$ cat config.mk
export PLATFORM = sky130hd
export DESIGN_NAME = psp_host_flat
export DESIGN_NICKNAME = d
export VERILOG_FILES = /design/src/logic/psp_pkg.sv /design/src/logic/psp_if.sv /design/src/logic/psp_host.sv /design/src/flat_wrapper.sv
export SDC_FILE = /design/constraint.sdc
export NUM_CORES = 1
export LEC_CHECK = 0
export BUFFER_PORTS_ARGS = -buffer_cell sky130_fd_sc_hd__buf_2
export CAP_MARGIN = 0
export CORE_MARGIN = 5
export CORE_UTILIZATION = 35
export DETAILED_ROUTE_END_ITERATION = 7
export PLACE_DENSITY = 0.7
export REMOVE_ABC_BUFFERS = 1
export SETUP_SLACK_MARGIN = 0.02
export SYNTH_ARGS = -nofsm -noshare
export SYNTH_HDL_FRONTEND = slang
export SYNTH_SLANG_ARGS = --single-unit
$ cat constraint.sdc
create_clock -name aclk -period 3.1 [get_ports aclk]
set_clock_uncertainty 0.2 [all_clocks]
set_input_delay 0.31 -clock aclk [delete_from_list [all_inputs] [get_ports aclk]]
set_output_delay 0.31 -clock aclk [all_outputs]
set_load 0.05 [all_outputs]
$ cat src/logic/psp_pkg.sv
// shared constants and types for the parallel slave port
package psp_pkg;
    // control/status register bit positions
    localparam int PSP_BIT_RX_PENDING = 7;
    localparam int PSP_BIT_TX_PENDING = 6;
    localparam int PSP_BIT_RX_OVERRUN = 5;
    localparam int PSP_BIT_MODE_SEL = 4;
    localparam logic [7:0] PSP_CTRL_RESET = 8'h00;
    // host register byte offsets on the axi4-lite bus
    localparam logic [7:0] PSP_OFF_CMD = 8'h00;
    localparam logic [7:0] PSP_OFF_WDATA = 8'h04;
    localparam logic [7:0] PSP_OFF_STATUS = 8'h08;
    localparam logic [7:0] PSP_OFF_RDATA = 8'h0C;
    localparam logic [7:0] PSP_OFF_IRQ_STAT = 8'h10;
    localparam logic [7:0] PSP_OFF_IRQ_MASK = 8'h14;
    // host command bits
    localparam int PSP_CMD_WRITE = 0;
    localparam int PSP_CMD_READ = 1;
    // strobe low time in cycles of aclk
    localparam logic [7:0] PSP_STROBE_CYC = 8'h0A;
    localparam logic [1:0] PSP_SYNC_RESET = 2'h3;
    localparam logic [31:0] PSP_ZERO_WORD = 32'h0000_0000;
    typedef enum logic [1:0] {PSP_H_IDLE, PSP_H_SETUP, PSP_H_STROBE, PSP_H_HOLD} psp_hstate_t;
endpackage

$ cat src/logic/psp_if.sv
// pin-level carrier between external processor and the slave port
`timescale 1ns/1ps
interface psp_if;
    logic rd_n;
    logic wr_n;
    logic cs_n;
    logic [7:0] data_from_host;
    logic data_host_oe;
    logic [7:0] data_from_dev;
    logic data_dev_oe;
    modport device (
        input rd_n, input wr_n, input cs_n, input data_from_host, input data_host_oe,
        output data_from_dev, output data_dev_oe
    );
    modport host (
        output rd_n, output wr_n, output cs_n, output data_from_host, output data_host_oe,
        input data_from_dev, input data_dev_oe
    );
endinterface

$ cat src/logic/psp_host.sv
// external processor end: axi4-lite driven strobe generator
//
// Local design decisions: the AXI4-Lite interface to the registers and the register offsets.
`timescale 1ns/1ps
module psp_host (
    input wire logic aclk,
    input wire logic aresetn,
    psp_if.host pins,
    input wire logic [7:0] s_axi_awaddr,
    input wire logic s_axi_awvalid,
    output logic s_axi_awready,
    input wire logic [31:0] s_axi_wdata,
    input wire logic [3:0] s_axi_wstrb,
    input wire logic s_axi_wvalid,
    output logic s_axi_wready,
    output logic [1:0] s_axi_bresp,
    output logic s_axi_bvalid,
    input wire logic s_axi_bready,
    input wire logic [7:0] s_axi_araddr,
    input wire logic s_axi_arvalid,
    output logic s_axi_arready,
    output logic [31:0] s_axi_rdata,
    output logic [1:0] s_axi_rresp,
    output logic s_axi_rvalid,
    input wire logic s_axi_rready,
    output logic irq
);
    import psp_pkg::*;

    typedef struct packed {
        psp_hstate_t fsm;
        logic is_read;
        logic [7:0] cnt;
        logic [7:0] wbyte;
        logic [7:0] rbyte;
        logic [1:0] irq_stat;
        logic [1:0] irq_mask;
        logic aw_got;
        logic w_got;
        logic [7:0] awaddr;
        logic [31:0] wdata;
        logic [3:0] wstrb;
        logic bvalid;
        logic [1:0] bresp;
        logic rvalid;
        logic [31:0] rdata;
        logic [1:0] rresp;
    } psp_host_st_t;

    psp_host_st_t st_q;
    psp_host_st_t st_d;
    logic busy;
    logic do_wr;
    logic [1:0] ev_done;

    assign busy = st_q.fsm != PSP_H_IDLE;
    assign do_wr = st_q.aw_got && st_q.w_got && !st_q.bvalid;
    // transfer-done events of this cycle, kept over a status read
    assign ev_done = (st_q.fsm != PSP_H_HOLD) ? 2'b00 : (st_q.is_read ? 2'b10 : 2'b01);

    // axi slave and strobe sequencer; strobes held low PSP_STROBE_CYC cycles
    always_comb begin
        st_d = st_q;
        if (s_axi_awvalid && !st_q.aw_got && !st_q.bvalid) begin
            st_d.aw_got = 1'b1;
            st_d.awaddr = s_axi_awaddr;
        end
        if (s_axi_wvalid && !st_q.w_got && !st_q.bvalid) begin
            st_d.w_got = 1'b1;
            st_d.wdata = s_axi_wdata;
            st_d.wstrb = s_axi_wstrb;
        end
        case (st_q.fsm)
            PSP_H_SETUP: begin
                st_d.fsm = PSP_H_STROBE;
                st_d.cnt = PSP_STROBE_CYC;
            end
            PSP_H_STROBE: begin
                st_d.cnt = st_q.cnt - 8'h01;
                if (st_q.cnt == 8'h01) begin
                    st_d.fsm = PSP_H_HOLD;
                    if (st_q.is_read) begin
                        // undriven lines read as the pull-up level
                        st_d.rbyte = pins.data_dev_oe ? pins.data_from_dev : 8'hFF;
                    end
                end
            end
            PSP_H_HOLD: begin
                st_d.fsm = PSP_H_IDLE;
                if (st_q.is_read) begin
                    st_d.irq_stat[1] = 1'b1;
                end else begin
                    st_d.irq_stat[0] = 1'b1;
                end
            end
            default: ;
        endcase
        // write completes once both address and data are in
        if (do_wr) begin
            st_d.aw_got = 1'b0;
            st_d.w_got = 1'b0;
            st_d.bvalid = 1'b1;
            st_d.bresp = 2'b00;
            if (st_q.awaddr == PSP_OFF_CMD) begin
                if (st_q.wstrb[0] && !busy &&
                    (st_q.wdata[PSP_CMD_WRITE] || st_q.wdata[PSP_CMD_READ])) begin
                    st_d.fsm = PSP_H_SETUP;
                    st_d.is_read = st_q.wdata[PSP_CMD_READ];
                end
            end else if (st_q.awaddr == PSP_OFF_WDATA) begin
                if (st_q.wstrb[0]) begin
                    st_d.wbyte = st_q.wdata[7:0];
                end
            end else if (st_q.awaddr == PSP_OFF_IRQ_MASK) begin
                if (st_q.wstrb[0]) begin
                    st_d.irq_mask = st_q.wdata[1:0];
                end
            end else if (st_q.awaddr != PSP_OFF_STATUS && st_q.awaddr != PSP_OFF_RDATA &&
                st_q.awaddr != PSP_OFF_IRQ_STAT) begin
                st_d.bresp = 2'b10;
            end
        end
        if (st_q.bvalid && s_axi_bready) begin
            st_d.bvalid = 1'b0;
        end
        // read answer; irq status read clears sticky bits, new events win
        if (s_axi_arvalid && !st_q.rvalid) begin
            st_d.rvalid = 1'b1;
            st_d.rresp = 2'b00;
            st_d.rdata = PSP_ZERO_WORD;
            if (s_axi_araddr == PSP_OFF_CMD) begin
                st_d.rdata = PSP_ZERO_WORD;
            end else if (s_axi_araddr == PSP_OFF_WDATA) begin
                st_d.rdata[7:0] = st_q.wbyte;
            end else if (s_axi_araddr == PSP_OFF_STATUS) begin
                st_d.rdata[0] = busy;
            end else if (s_axi_araddr == PSP_OFF_RDATA) begin
                st_d.rdata[7:0] = st_q.rbyte;
            end else if (s_axi_araddr == PSP_OFF_IRQ_STAT) begin
                st_d.rdata[1:0] = st_q.irq_stat;
                st_d.irq_stat = ev_done; // a new event wins over the clear
            end else if (s_axi_araddr == PSP_OFF_IRQ_MASK) begin
                st_d.rdata[1:0] = st_q.irq_mask;
            end else begin
                st_d.rresp = 2'b10;
            end
        end
        if (st_q.rvalid && s_axi_rready) begin
            st_d.rvalid = 1'b0;
        end
    end

    // state register
    always_ff @(posedge aclk) begin
        if (!aresetn) begin
            st_q <= '0;
        end else begin
            st_q <= st_d;
        end
    end

    // pin drive: host must assert chip-select with the strobe
    assign pins.cs_n = !(st_q.fsm == PSP_H_STROBE);
    assign pins.wr_n = !(st_q.fsm == PSP_H_STROBE && !st_q.is_read);
    assign pins.rd_n = !(st_q.fsm == PSP_H_STROBE && st_q.is_read);
    assign pins.data_from_host = st_q.wbyte;
    assign pins.data_host_oe = st_q.fsm != PSP_H_IDLE && !st_q.is_read;
    assign s_axi_awready = !st_q.aw_got && !st_q.bvalid;
    assign s_axi_wready = !st_q.w_got && !st_q.bvalid;
    assign s_axi_bvalid = st_q.bvalid;
    assign s_axi_bresp = st_q.bresp;
    assign s_axi_arready = !st_q.rvalid;
    assign s_axi_rvalid = st_q.rvalid;
    assign s_axi_rdata = st_q.rdata;
    assign s_axi_rresp = st_q.rresp;
    assign irq = |(st_q.irq_stat & st_q.irq_mask);
endmodule

$ cat src/flat_wrapper.sv
// flat-port wrapper written by rule: the top's interface ports become plain ports
module psp_host_flat import psp_pkg::*;
  (aclk, aresetn, s_axi_awaddr, s_axi_awvalid, s_axi_awready, s_axi_wdata, s_axi_wstrb, s_axi_wvalid, s_axi_wready, s_axi_bresp, s_axi_bvalid, s_axi_bready, s_axi_araddr, s_axi_arvalid, s_axi_arready, s_axi_rdata, s_axi_rresp, s_axi_rvalid, s_axi_rready, irq, pins_rd_n, pins_wr_n, pins_cs_n, pins_data_from_host, pins_data_host_oe, pins_data_from_dev, pins_data_dev_oe);
  psp_if pins_i ();
  input wire logic aclk;
  input wire logic aresetn;
  input wire logic [7:0] s_axi_awaddr;
  input wire logic s_axi_awvalid;
  output logic s_axi_awready;
  input wire logic [31:0] s_axi_wdata;
  input wire logic [3:0] s_axi_wstrb;
  input wire logic s_axi_wvalid;
  output logic s_axi_wready;
  output logic [1:0] s_axi_bresp;
  output logic s_axi_bvalid;
  input wire logic s_axi_bready;
  input wire logic [7:0] s_axi_araddr;
  input wire logic s_axi_arvalid;
  output logic s_axi_arready;
  output logic [31:0] s_axi_rdata;
  output logic [1:0] s_axi_rresp;
  output logic s_axi_rvalid;
  input wire logic s_axi_rready;
  output logic irq;
  output wire logic [$bits(pins_i.rd_n)-1:0] pins_rd_n;
  output wire logic [$bits(pins_i.wr_n)-1:0] pins_wr_n;
  output wire logic [$bits(pins_i.cs_n)-1:0] pins_cs_n;
  output wire logic [$bits(pins_i.data_from_host)-1:0] pins_data_from_host;
  output wire logic [$bits(pins_i.data_host_oe)-1:0] pins_data_host_oe;
  input wire logic [$bits(pins_i.data_from_dev)-1:0] pins_data_from_dev;
  input wire logic [$bits(pins_i.data_dev_oe)-1:0] pins_data_dev_oe;
  assign pins_rd_n = pins_i.rd_n;
  assign pins_wr_n = pins_i.wr_n;
  assign pins_cs_n = pins_i.cs_n;
  assign pins_data_from_host = pins_i.data_from_host;
  assign pins_data_host_oe = pins_i.data_host_oe;
  assign pins_i.data_from_dev = pins_data_from_dev;
  assign pins_i.data_dev_oe = pins_data_dev_oe;
  psp_host u_core (.aclk(aclk), .aresetn(aresetn), .pins(pins_i), .s_axi_awaddr(s_axi_awaddr), .s_axi_awvalid(s_axi_awvalid), .s_axi_awready(s_axi_awready), .s_axi_wdata(s_axi_wdata), .s_axi_wstrb(s_axi_wstrb), .s_axi_wvalid(s_axi_wvalid), .s_axi_wready(s_axi_wready), .s_axi_bresp(s_axi_bresp), .s_axi_bvalid(s_axi_bvalid), .s_axi_bready(s_axi_bready), .s_axi_araddr(s_axi_araddr), .s_axi_arvalid(s_axi_arvalid), .s_axi_arready(s_axi_arready), .s_axi_rdata(s_axi_rdata), .s_axi_rresp(s_axi_rresp), .s_axi_rvalid(s_axi_rvalid), .s_axi_rready(s_axi_rready), .irq(irq));
endmodule
Yosys cells after proc, flatten, opt, wreduce, memory -nomap -nowiden. Index checks and enable logic that the tools add are counted.

Flip-flop bits (word level): 64. Latch bits: 0. Bits in writable memories: 0. Bits in read-only memories: 0. Input port bits: 68. Output and inout port bits: 54. Word-level logic and storage cells: 113. Memories kept: 0.

Add/sub/neg operators: 1. Multipliers: 0. Div/mod/pow operators: 0. $lt $le $gt $ge: 0. Eq/ne operators: 15. Shift-type cells: 0. Multiplexer cells: 36. Bitwise logic cells: 4. Reduce and logical (&&, ||, !) cells: 40.

Operators by type and width (number): 2-bit two-way mux (23); 8-bit by 5-bit == test with 1-bit output (second input constant) (3); 8-bit two-way mux (3); 1-bit logical AND (18); 8-bit by 3-bit == test with 1-bit output (second input constant) (2); 8-bit by 4-bit == test with 1-bit output (second input constant) (2); 8-bit zero test (2); 8-bit by 4-bit inequality test with 1-bit output (second input constant) (2); 8-bit case mux with 2 select lines (1); 1-bit zero test (9); 3-bit two-way mux (3); 8-bit by 1-bit == test with 1-bit output (second input constant) (1); 8-bit by 5-bit inequality test with 1-bit output (second input constant) (1); 2-bit OR reduction (4); 8-bit by 1-bit subtractor with 8-bit output (second input constant) (1); 7-bit two-way mux (1); 6-bit two-way mux (1); 2-bit case mux with 3 select lines (1); 3-bit AND reduction (2); 5-bit AND reduction (1); 2-bit == test (second input constant) (2); 4-bit AND reduction (1); 2-bit nonzero test (2); 1-bit two-way mux (3); other kinds (5) (7).

Logic depth before layout (Yosys ltp).
Word-level depth: 8. Mapped depth: 8. Mapped depth without buffers: 6.

Least setup slack after synthesis. OpenSTA, ideal clock, no wires.

Path kind: flip-flop to flip-flop. Start: reg u_core.st_q, in the netlist u_core.s_axi_bvalid. End: reg u_core.st_q[46] (netlist bit). Library setup time: 0.071 ns. Arrival time: 1.934 ns. Data required time: 2.829 ns. Slack: 0.895 ns. Stages on the path, launching flop included: 6. Buffers on the path: 1. Clock period less this slack: 2.205 ns. Path through: dfxtp_1 -> nor2_1 -> and2_1 -> clkbuf_1 -> nand2_1 -> a21oi_1.

Longest elaborated chain between the ends: 2.

RTL lines: start, declared (RTL line psp_host.sv:50) `psp_host_st_t st_q;`; start signal, assigned (RTL line psp_host.sv:158) `st_q <= st_d;`; 1-bit zero test (RTL line psp_host.sv:68) `if (s_axi_wvalid && !st_q.w_got && !st_q.bvalid) begin`; 1-bit logical AND (RTL line psp_host.sv:68).

Every way passes these cells. A chain may end at the register's enable or synchronous reset.

Worst setup path after layout.
Start: reg u_core.st_q[75] (netlist bit). End: reg u_core.st_q, in the netlist u_core.pins.data_from_host[1].

Longest elaborated chain between the ends: 3. Elaborated cells on any way between the ends: 4. Those cells by class: 1 x eq/ne; 1 x bitwise; 2 x reduce/logical.

RTL lines: 8-bit zero test (RTL line psp_host.sv:104) `if (st_q.awaddr == PSP_OFF_CMD) begin`; 1-bit inverter (no source line); 4-bit AND reduction (no source line) (*).

Mark *: on every way between the ends. The rest lies on a longest branch, timed or not.

==> results by group <==
Place
  – Post-DP HPWL: 4.87 mm
  – PortBufs: ~70
  – GPL Wtd Cong: slightly below 0.8

Power and ir drop
  – Power density over cell area: just under 500 nW/µm²
  – Leak pwr: 1.53 nW
  – Peak VDD IR: around 0.00033 V

Global routing
  – Vias in the first global route: roughly 2200
  – GRT Overall Usage: 12.4%
  – GR Util met3: around 5%
  – Met1 Use GR: 14.8%
  – Initial antenna violation count: 0
  – M2 GR Usage: 20.6%
  – Largest net degree at the start of global routing: 30
  – Overflow after GRT: 0
  – GR peak layer: met2
  – First-pass GRT wire length: just over 10 mm

CTS
  – H-tree levels: 3
  – CTS Sinks: 62
  – CTS Buf Count: 9
  – Clk pin slew, worst setup/hold paths: around 80 ps
  – Setup Buffers After CTS: 0
  – CTS tree: done
  – Clock Path Buffers: 2
  – Clk_lat worst skew: roughly 340 ps
  – Clk root buf: clkbuf_8

Setup path
  – FF-to-FF path depth: 4
  – Worst setup path end: u_core.pins.data_from_host[1]$_SDFFE_PN0P_
  – Worst EP arrival: around 2200 ps
  – CP Launch Type: register
  – Reg2reg start: u_core.st_q[75]$_SDFFE_PN0P_
  – CP Class: reg2reg
  – CP required: 3110 ps
  – Crit Path Max Fanout: 8
  – Crit path from: u_core.st_q[75]$_SDFFE_PN0P_
  – CP Capture Type: register
  – FF-to-FF End: u_core.pins.data_from_host[1]$_SDFFE_PN0P_
  – Register-to-register setup slack: around 930 ps

Floorplan
  – Area of the core: 8550 µm²
  – Die Wd: around 100 µm
  – Die Ht: 103 µm
  – Boundary Pins: roughly 120
  – Die area: 10600 µm²
  – Row cnt: 34
  – Initial Util: 35.4%

Logic synthesis
  – Post-synth cell types: 49
  – Adder and majority gate portion of the synthesized area: roughly 2.5%
  – Yosys top cell by area: dfxtp_1
  – Simple-gate share of the synthesized area: about a fifth
  – Xor/xnor cell area share of the yosys netlist: about 1.2%
  – Top_reg_cell synth: dfxtp_1
  – Post-Synthesis Cells: ~360
  – Post-synth ARST share: 0%
  – Synth Register Bits: between 60 and 70
  – Post-Synthesis Cell Area: between 3000 and 4000 µm²
  – Seq/Total Area, Yosys: approximately 40%
  – Ys Warns: 0
  – Compound-Gate Fraction of Synth Area: 13.2%
  – Main combinational cell family by area after synthesis: simple AND/OR/NAND/NOR gates
  – Yosys top cell area share: 41.0%
  – Mapped Avg Cell Area: between 8 and 9 µm²
  – Synth area leaders: dfxtp_1 (41%), buf_4 (11%), nand2_1 (8.1%)
  – Mux contribution to synthesized area: 6.53%
  – Post-synth EDFFs: 0

Routing
  – Vias: 2446
  – Initial DRC Count: 95
  – DRC violations left: 0
  – 1st-pass router iterations: 4
  – Vias/cell: about 4.7
  – Final wirelength: 6.62 mm
  – Per-cell routed wire length: between 10 and 15 µm
  – ANT nets after route: 0

STA
  – Peak Freq: roughly 460 MHz
  – Final setup fails: 0
  – Least-Margin Pin Slew: just over 800 ps
  – Hold slack: ~13 ps
  – Max-slew violation count: 0
  – Total negative slack: 0 ps
  – Final hold vios: 0
  – Worst rel slew slack: 44.5%
  – Period utilization: around 70%
  – RSZ-0062 raised after global routing: no
  – Min Tclk post-route: about 2200 ps

Layout
  – Layout cells sized above 1: between 20% and 30%
  – Antenna diodes: 0
  – NumNets Final: 486
  – Area of the multi-input gates: between 1000 and 1500 µm²
  – # fillers: a little under 900
  – Area grow syn2layout: 14.8%
  – FF/Latch Area: 1240 µm²

Worst hold path
  – Hold WC Path Type: in2reg

Run status
  – Status: finished, final reports clean

Job
  – Max-cap violations: 0
[kinds of logic after synthesis]
group | Yosys count
muxes | 19
xor gates and xnor gates | 4
adders and majority gates | 6
DFF | 62
and+or+nand+nor | 125
AOI/OAI and AO/OA | 60
other | 1
buffers and inverters | 80
[critical path: stages, from the launching register on]
cell	delay, ps
dfxtp_1	310
or4_4	550
nor4_4	310
nand3b_1	430
mux2i_1	230
[worst min path at each step]
stage | start | end | slack (ps) | depth (start not counted)
finish | pins_data_from_dev[6] | u_core.st_q[94]$_SDFFE_PN0P_ | 10 | 3
global placement | u_core.st_q[75]$_SDFFE_PN0P_ | u_core.st_q[75]$_SDFFE_PN0P_ | 240 | 2
CTS | s_axi_awaddr[4] | u_core.st_q[78]$_SDFFE_PN0P_ | 1 | 3
detailed placement | u_core.st_q[48]$_SDFFE_PN0P_ | u_core.st_q[48]$_SDFFE_PN0P_ | 250 | 2
global route | pins_data_from_dev[6] | u_core.st_q[94]$_SDFFE_PN0P_ | 10 | 3
floorplan | pins_data_dev_oe | u_core.st_q[90]$_SDFFE_PN0P_ | 220 | 1
[cell usage after synthesis, types with 2 or more instances]
master	instances
nor3b_1	3
nor2_1	30
a311oi_1	9
mux2_2	6
clkbuf_1	11
o22ai_1	3
mux2i_1	13
nand3b_1	3
and2_1	2
a22oi_1	6
nor3_1	2
nand2_1	65
xnor2_1	2
o21ai_0	4
nand2b_1	7
dfxtp_1	62
o31ai_1	2
ha_1	6
a21oi_1	23
buf_4	45
buf_1	3
xor2_1	2
inv_1	19
nor4_4	2
a31oi_1	3
[layout make-up]
cell class | count | share of cell area (%)
inverter | 19 | 2.05
multi-input combinational | 240 | 40.3
timing repair buffer | 80 | 13.0
clock inverter | 7 | 1.40
sequential | 62 | 35.7
clock buffer | 9 | 3.57
tap | 108 | 3.89
[metrics by stage]
stage,area (µm²),worst slack [ps],power (mW),utilization (%),cells
after floorplan,2710,952,1.02,-,321
after global placement,3210,930,1.08,37.5,500
after detailed placement,3210,897,1.08,37.5,500
after CTS,3470,872,1.72,40.6,525
after global routing,3470,796,1.77,40.6,525
final,3470,934,1.70,40.6,525
[per-layer routing]
layer	wire [µm]	part of all wire [%]
met1	2860	43
met2	3080	46
met3	614	9.3
met4	74	1.1
met5	0	0
[cells in the final DEF, fill, tap and decap left out, types with 2 or more instances in the layout]
cell type,synthesis,routed
clkbuf_8,0,9
nor2_1,30,30
mux2_2,6,6
inv_1,19,19
nand2_1,65,65
mux2i_1,13,13
and2_1,2,2
a21oi_1,23,23
o21ai_0,4,4
dlygate4sd3_1,0,9
nor3b_1,3,3
a22oi_1,6,6
nor3_1,2,2
buf_4,45,3
nand2b_1,7,7
clkinv_2,0,2
nand3b_1,3,3
nor4_4,2,2
ha_1,6,6
o31ai_1,2,2
dfxtp_1,62,62
xnor2_1,2,2
o22ai_1,3,3
clkinvlp_4,0,4
buf_2,0,68
a311oi_1,9,9
a31oi_1,3,3
conb_1,1,26
xor2_1,2,2
[flip-flops by register name, indices dropped and copies added, names as in the netlist]
signal	count
u_core.pins.data_from_host	8
u_core.s_axi_bresp	1
u_core.s_axi_bvalid	1
u_core.s_axi_rdata	8
u_core.s_axi_rresp	1
u_core.s_axi_rvalid	1
u_core.st_q	42
[report_power, final]
group          switching (mW)  internal (mW)  leakage, nW
Clock                   0.335          0.289       0.0776
Sequential             0.0151          0.818        0.503
Combinational           0.177         0.0633        0.949
Total                   0.527           1.17         1.53
[repair_timing]
action	in CTS	in global routing
hold endpoints to repair	9	0
hold buffers	9	0
resized for setup	0	0
(Power assumes the default switching activity.)
